File: config.mk
export PLATFORM = sky130hd
export DESIGN_NAME = apc_pin_config
export DESIGN_NICKNAME = d
export VERILOG_FILES = /design/src/hw/apc_pin_config.v
export VERILOG_INCLUDE_DIRS = /design/src /design/src/hw
export SDC_FILE = /design/constraint.sdc
export NUM_CORES = 1
export LEC_CHECK = 0
export BUFFER_PORTS_ARGS = -buffer_cell sky130_fd_sc_hd__clkbuf_2
export CAP_MARGIN = 10
export CORE_ASPECT_RATIO = 1.25
export CORE_MARGIN = 4
export CORE_UTILIZATION = 52
export CTS_CLUSTER_DIAMETER = 120
export DETAILED_ROUTE_END_ITERATION = 10
export GPL_TIMING_DRIVEN = 0
export PLACE_DENSITY = 0.85
export SLEW_MARGIN = 15
export SYNTH_ARGS = -nofsm -noshare
export SYNTH_HDL_FRONTEND = slang
export SYNTH_SLANG_ARGS = --single-unit
File: constraint.sdc
create_clock -name clock -period 10.4 [get_ports clock]
set_input_delay 1.56 -clock clock [delete_from_list [all_inputs] [get_ports clock]]
set_output_delay 1.56 -clock clock [all_outputs]
set_load 0.005 [all_outputs]
File: src/hw/apc_consts.vh
`ifndef APC_CONSTS_VH
`define APC_CONSTS_VH

// Register indices; each byte address is its index times four
`define APC_IDX_SEL_LOW       12'hF48
`define APC_IDX_SEL_HIGH      12'hF49
`define APC_ADDR_SEL_LOW      14'h3D20
`define APC_ADDR_SEL_HIGH     14'h3D24
`define APC_ADDR_CONV_CTRL    14'h3D28
`define APC_ADDR_WIDTH        14

// Field layout
`define APC_LOW_CHANNELS      8
`define APC_HIGH_CHANNELS     5
`define APC_CHANNELS          13
`define APC_HIGH_PIN_DIGITAL_SELECT_MSB     4
`define APC_HIGH_UNIMPL_BIT   5
`define APC_HIGH_RSVD_BIT     6
`define APC_HIGH_BGREQ_BIT    7
`define APC_CHSEL_MSB         5
`define APC_CHSEL_LSB         2
`define APC_CHSEL_BANDGAP     4'hF

// Reset values
`define APC_SEL_LOW_RESET     8'h00
`define APC_SEL_HIGH_RESET    8'h00
`define APC_CONV_CTRL_RESET   8'h00

// AXI responses
`define APC_RESP_OKAY         2'h0
`define APC_RESP_SLVERR       2'h2

`endif

File: src/hw/apc_pin_config.v
`timescale 1ns/1ps
`include "apc_consts.vh"

module apc_pin_config (
  input  wire        clock,
  input  wire        rst,
  input  wire [13:0] s_axi_awaddr,
  input  wire        s_axi_awvalid,
  output reg         s_axi_awready,
  input  wire [31:0] s_axi_wdata,
  input  wire [3:0]  s_axi_wstrb,
  input  wire        s_axi_wvalid,
  output reg         s_axi_wready,
  output reg  [1:0]  s_axi_bresp,
  output reg         s_axi_bvalid,
  input  wire        s_axi_bready,
  input  wire [13:0] s_axi_araddr,
  input  wire        s_axi_arvalid,
  output reg         s_axi_arready,
  output reg  [31:0] s_axi_rdata,
  output reg  [1:0]  s_axi_rresp,
  output reg         s_axi_rvalid,
  input  wire        s_axi_rready,
  input  wire [12:0] pin_in,
  input  wire [12:0] periph_out,
  input  wire [12:0] periph_oe,
  input  wire        other_bandgap_request,
  output reg  [12:0] pin_out,
  output reg  [12:0] pin_oe,
  output reg  [12:0] pin_digital_in,
  output reg  [12:0] pin_analog_enable,
  output reg         bandgap_enable,
  output reg         converter_bandgap_route
);

  reg  [7:0]  sel_low_reg;
  reg  [7:0]  sel_high_reg;
  reg  [7:0]  conv_ctrl_reg;
  reg  [13:0] aw_addr_reg;
  reg         aw_held_reg;
  reg  [31:0] w_data_reg;
  reg  [3:0]  w_strb_reg;
  reg         w_held_reg;
  reg  [12:0] pin_sync1_reg;
  reg  [12:0] pin_sync2_reg;
  reg         bg_sync1_reg;
  reg         bg_sync2_reg;
  reg  [31:0] rd_next;
  reg         rd_hit;
  wire [12:0] pin_digital_select;
  wire        bandgap_request;
  wire        wr_go;
  wire        wr_lane0;
  wire        wr_hit;

  assign pin_digital_select = {sel_high_reg[`APC_HIGH_PIN_DIGITAL_SELECT_MSB:0], sel_low_reg};
  assign bandgap_request    = sel_high_reg[`APC_HIGH_BGREQ_BIT];
  assign wr_go              = aw_held_reg && w_held_reg && !s_axi_bvalid;
  assign wr_lane0           = w_strb_reg[0];
  assign wr_hit             = (aw_addr_reg == `APC_ADDR_SEL_LOW) || (aw_addr_reg == `APC_ADDR_SEL_HIGH) ||
                              (aw_addr_reg == `APC_ADDR_CONV_CTRL);

  // Write channels are taken independently, in either order
  always @(posedge clock or posedge rst)
  begin
    if (rst)
    begin
      aw_addr_reg   <= 14'h0000;
      aw_held_reg   <= 1'b0;
      w_data_reg    <= 32'h00000000;
      w_strb_reg    <= 4'h0;
      w_held_reg    <= 1'b0;
      s_axi_awready <= 1'b0;
      s_axi_wready  <= 1'b0;
      s_axi_bvalid  <= 1'b0;
      s_axi_bresp   <= `APC_RESP_OKAY;
      sel_low_reg   <= `APC_SEL_LOW_RESET;
      sel_high_reg  <= `APC_SEL_HIGH_RESET;
      conv_ctrl_reg <= `APC_CONV_CTRL_RESET;
    end
    else
    begin
      s_axi_awready <= 1'b0;
      s_axi_wready  <= 1'b0;
      if (s_axi_awvalid && !aw_held_reg && !s_axi_awready)
      begin
        s_axi_awready <= 1'b1;
        aw_addr_reg   <= s_axi_awaddr;
        aw_held_reg   <= 1'b1;
      end
      if (s_axi_wvalid && !w_held_reg && !s_axi_wready)
      begin
        s_axi_wready <= 1'b1;
        w_data_reg   <= s_axi_wdata;
        w_strb_reg   <= s_axi_wstrb;
        w_held_reg   <= 1'b1;
      end
      if (wr_go)
      begin
        aw_held_reg  <= 1'b0;
        w_held_reg   <= 1'b0;
        s_axi_bvalid <= 1'b1;
        s_axi_bresp  <= wr_hit ? `APC_RESP_OKAY : `APC_RESP_SLVERR;
        if (wr_lane0 && aw_addr_reg == `APC_ADDR_SEL_LOW)
          sel_low_reg <= w_data_reg[7:0];
        if (wr_lane0 && aw_addr_reg == `APC_ADDR_SEL_HIGH)
          sel_high_reg <= {w_data_reg[7:6], 1'b0, w_data_reg[4:0]};
        if (wr_lane0 && aw_addr_reg == `APC_ADDR_CONV_CTRL)
          conv_ctrl_reg <= w_data_reg[7:0];
      end
      else if (s_axi_bvalid && s_axi_bready)
        s_axi_bvalid <= 1'b0;
    end
  end

  always @*
  begin
    rd_next = 32'h00000000;
    rd_hit  = 1'b1;
    case (s_axi_araddr)
      `APC_ADDR_SEL_LOW:   rd_next[7:0] = sel_low_reg;
      `APC_ADDR_SEL_HIGH:  rd_next[7:0] = sel_high_reg;
      `APC_ADDR_CONV_CTRL: rd_next[7:0] = conv_ctrl_reg;
      default:             rd_hit = 1'b0;
    endcase
  end

  always @(posedge clock or posedge rst)
  begin
    if (rst)
    begin
      s_axi_arready <= 1'b0;
      s_axi_rvalid  <= 1'b0;
      s_axi_rdata   <= 32'h00000000;
      s_axi_rresp   <= `APC_RESP_OKAY;
    end
    else
    begin
      s_axi_arready <= 1'b0;
      if (s_axi_arvalid && !s_axi_rvalid && !s_axi_arready)
      begin
        s_axi_arready <= 1'b1;
        s_axi_rvalid  <= 1'b1;
        s_axi_rdata   <= rd_next;
        s_axi_rresp   <= rd_hit ? `APC_RESP_OKAY : `APC_RESP_SLVERR;
      end
      else if (s_axi_rvalid && s_axi_rready)
        s_axi_rvalid <= 1'b0;
    end
  end

  // Pads and other requesters are asynchronous to this clock
  always @(posedge clock or posedge rst)
  begin
    if (rst)
    begin
      pin_sync1_reg <= 13'h0000;
      pin_sync2_reg <= 13'h0000;
      bg_sync1_reg  <= 1'b0;
      bg_sync2_reg  <= 1'b0;
    end
    else
    begin
      pin_sync1_reg <= pin_in;
      pin_sync2_reg <= pin_sync1_reg;
      bg_sync1_reg  <= other_bandgap_request;
      bg_sync2_reg  <= bg_sync1_reg;
    end
  end

  // Outputs registered; select changes land one cycle after the write edge
  always @(posedge clock or posedge rst)
  begin
    if (rst)
    begin
      pin_out                 <= 13'h0000;
      pin_oe                  <= 13'h0000;
      pin_digital_in          <= 13'h0000;
      pin_analog_enable       <= 13'h1FFF;
      bandgap_enable          <= 1'b0;
      converter_bandgap_route <= 1'b0;
    end
    else
    begin
      pin_out           <= periph_out & pin_digital_select;
      pin_oe            <= periph_oe & pin_digital_select;
      pin_digital_in    <= pin_sync2_reg & pin_digital_select;
      pin_analog_enable <= ~pin_digital_select;
      bandgap_enable    <= bandgap_request | bg_sync2_reg;
      converter_bandgap_route <=
        (conv_ctrl_reg[`APC_CHSEL_MSB:`APC_CHSEL_LSB] == `APC_CHSEL_BANDGAP);
    end
  end

endmodule // apc_pin_config

==> run metrics <==
initial antenna violation count=0; drt pass-1 iters=4; P_sw=0.3444 mW; RSZ-0062 raised after global routing=no; vias=3164; core area=0.009609 mm²; Clk network pwr share=0.427; endpoints failing setup=0; layout cell share with drive strength beyond 1=0.4873; clock root buffer=clkbuf_16; sequential fraction of the synthesis area=0.7105; final worst path period share=0.2709; WP buf/inv=2; Clock Tree Buf Depth=2; Final Hold Viols=0; area delta synth->final=32.12%; YS warnings=0; ANT nets after route=0; grt ovf=0; antenna cell count=0; Critical-path top delay cell=nor3b_1; post-route minimum period=2.817 ns; DP HPWL=7572 µm; setup tns final=0 ns; Max-Cap Viols=0; Place WS=7.148 ns; Num Clock Sinks=145; first-pass GRT wire length=17160 µm; row count=40; die width=96.84 µm; Cell Chain, Critical Path=clkbuf_2, nor3b_1, buf_2, mux2_2; Clock transition at path regs=0.06 ns; via density per instance=4.667; die height=119.0 µm; Synth Instances=344; max reg flops=14; insertion delay to the later sink of the worst-skew pair=0.41 ns; Sw Ratio=0.2394; cts hold-fix bufs=0; # nets final=650; Crit. End Element=flop; Slew @ Worst Pin=0.8812 ns; Slew HR=0.4112; FMAX=0.3550 GHz; Leakage=3.558 nW; status=finished, final reports clean; Hold Path Class=reg2reg; Max Fanout on Critical Path=10; vias in the first global route=3576; Worst VDD drop=0.1431 mV; CP arrival=3.11 ns; commonest non-fill, non-tap cell in the layout=clkbuf_2; 1st-iter DRT viols=126; drt drc=0; overall die area=0.01153 mm²; postcts setup bufs=0; # IOs=206; Post-Synthesis Cell Area=0.005130 mm²; fin worst setup slack=7.583 ns; Pint=1.094 mW; Total Wirelength=10370 µm; kind of critical path=in2reg; Hold Path Origin=pin_sync1_reg[3]; H-tree levels=4; Worst EP required=10.69 ns; Routability Congestion=0.7601; commonest non-fill, non-tap cells in the layout=150 x clkbuf_2, 132 x dfrtp_1, 43 x mux2_2; drt wl/cell=15.29 µm; power density cells=212.2 mW/mm²; CTS resizes=0; largest net degree at the start of global routing=85; Gate power share=0.105; reg2reg start=aw_addr_reg[1]; Num CTS Buffers=17; Initial Utilization=0.5339; Mean Syn Cell Area=14.91 µm²; max incr delay on CP=0.71 ns; delay-heaviest family, CP=simple AND/OR/NAND/NOR gates; port bufs=150; CTS tree=built; Reg power frac=0.469; overall global routing resource usage=0.1903; Synth Register Bits=145; Synth cell types=32; CP Launch Type=primary input; Slew Limit Fails=0; crit path from=s_axi_awvalid; final clock skew=0.006544 ns
-- cells by family after synthesis --
logic type,Yosys count,share of synthesized area
mux,54,0.1166
compound gates,22,0.02732
simple gates,75,0.09122
buf+inv,47,0.05366
other cells,1,0.0007310
flops,145,0.7105
-- routing by layer --
layer / GRT usage / vias up / wire, µm
li1: - / 1482 / -
met3: 0.07909 / 19 / 768
met1: 0.2096 / 1548 / 3760
met4: 0.06058 / 0 / 178
met5: 0 / - / 0
met2: 0.3333 / 115 / 5659
-- synth_stat cells --
master | count | area (µm²)
nand4b_1 | 2 | 17.52
nand3_1 | 1 | 5.000
nand2_1 | 13 | 48.80
or2_2 | 1 | 6.260
o31ai_1 | 1 | 7.510
dfstp_2 | 13 | 341.6
nor4b_1 | 2 | 17.52
a21o_1 | 2 | 15.01
or4b_1 | 1 | 10.01
nor4_4 | 1 | 21.27
nand4bb_1 | 1 | 11.26
nand4_1 | 1 | 6.260
mux2i_1 | 8 | 80.08
o21ai_0 | 10 | 50.05
nor2b_1 | 1 | 6.260
inv_1 | 17 | 63.81
nand3b_2 | 1 | 11.26
mux2_2 | 43 | 484.2
clkbuf_1 | 3 | 11.26
nor3b_1 | 2 | 15.01
and4_1 | 2 | 17.52
a22o_1 | 5 | 43.79
nand3b_1 | 1 | 7.510
a2111oi_0 | 1 | 8.760
conb_1 | 1 | 3.750
buf_2 | 1 | 5.000
nor2_1 | 6 | 22.52
and2_1 | 39 | 244.0
a21oi_1 | 3 | 15.01
mux2_1 | 3 | 33.78
buf_4 | 26 | 195.2
dfrtp_1 | 132 | 3303
-- path summary, 6_finish.rpt --
| kind | slack, ns | depth (start not counted) | endpoint |
|---|---|---|---|
| worst min register to register | 0.35 | 0 | pin_sync2_reg[3] |
| worst max register to register | 8.24 | 4 | sel_high_reg[7] |
| max in group asynchronous | 8.47 | 3 | pin_analog_enable[11] |
| min in group asynchronous | 1.18 | 2 | pin_sync1_reg[6] |
| worst min-delay path | 0.35 | 0 | pin_sync2_reg[3] |
| worst max-delay path | 7.58 | 4 | aw_addr_reg[10] |
-- power by group through the flow --
| stage | clock network (mW) | registers [mW] | logic (mW) |
|---|---|---|---|
| 2_1_floorplan | 0 | 0.669 | 0.106 |
| 3_3_place_gp | 0 | 0.678 | 0.142 |
| 3_5_place_dp | 0 | 0.683 | 0.152 |
| 4_1_cts | 0.626 | 0.674 | 0.154 |
| 5_1_grt | 0.649 | 0.685 | 0.169 |
| 6_report | 0.614 | 0.674 | 0.151 |
-- per-stage QoR --
stage	power, mW	cell area, µm²	std cells	hold slack (ns)	utilization
floorplan	0.7754	5224	369	0.3312	-
global placement	0.8201	6132	645	0.3327	0.6382
detailed placement	0.8351	6167	646	0.3372	0.6418
CTS	1.454	6778	678	0.3502	0.7053
global route	1.502	6778	678	0.3509	0.7053
finish	1.439	6778	678	0.3465	0.7053
-- cell type report --
type	count	area [µm²]
well taps	126	157.7
plain buffers	30	211.5
clock buffers	18	429.2
fillers	709	2831
multi-input cells	177	1304
inverters	17	71.32
flip-flops and latches	145	3645
clock inverters	14	181.4
repair buffers	151	778.2
Note: power is estimated with default switching activity, not from simulation.
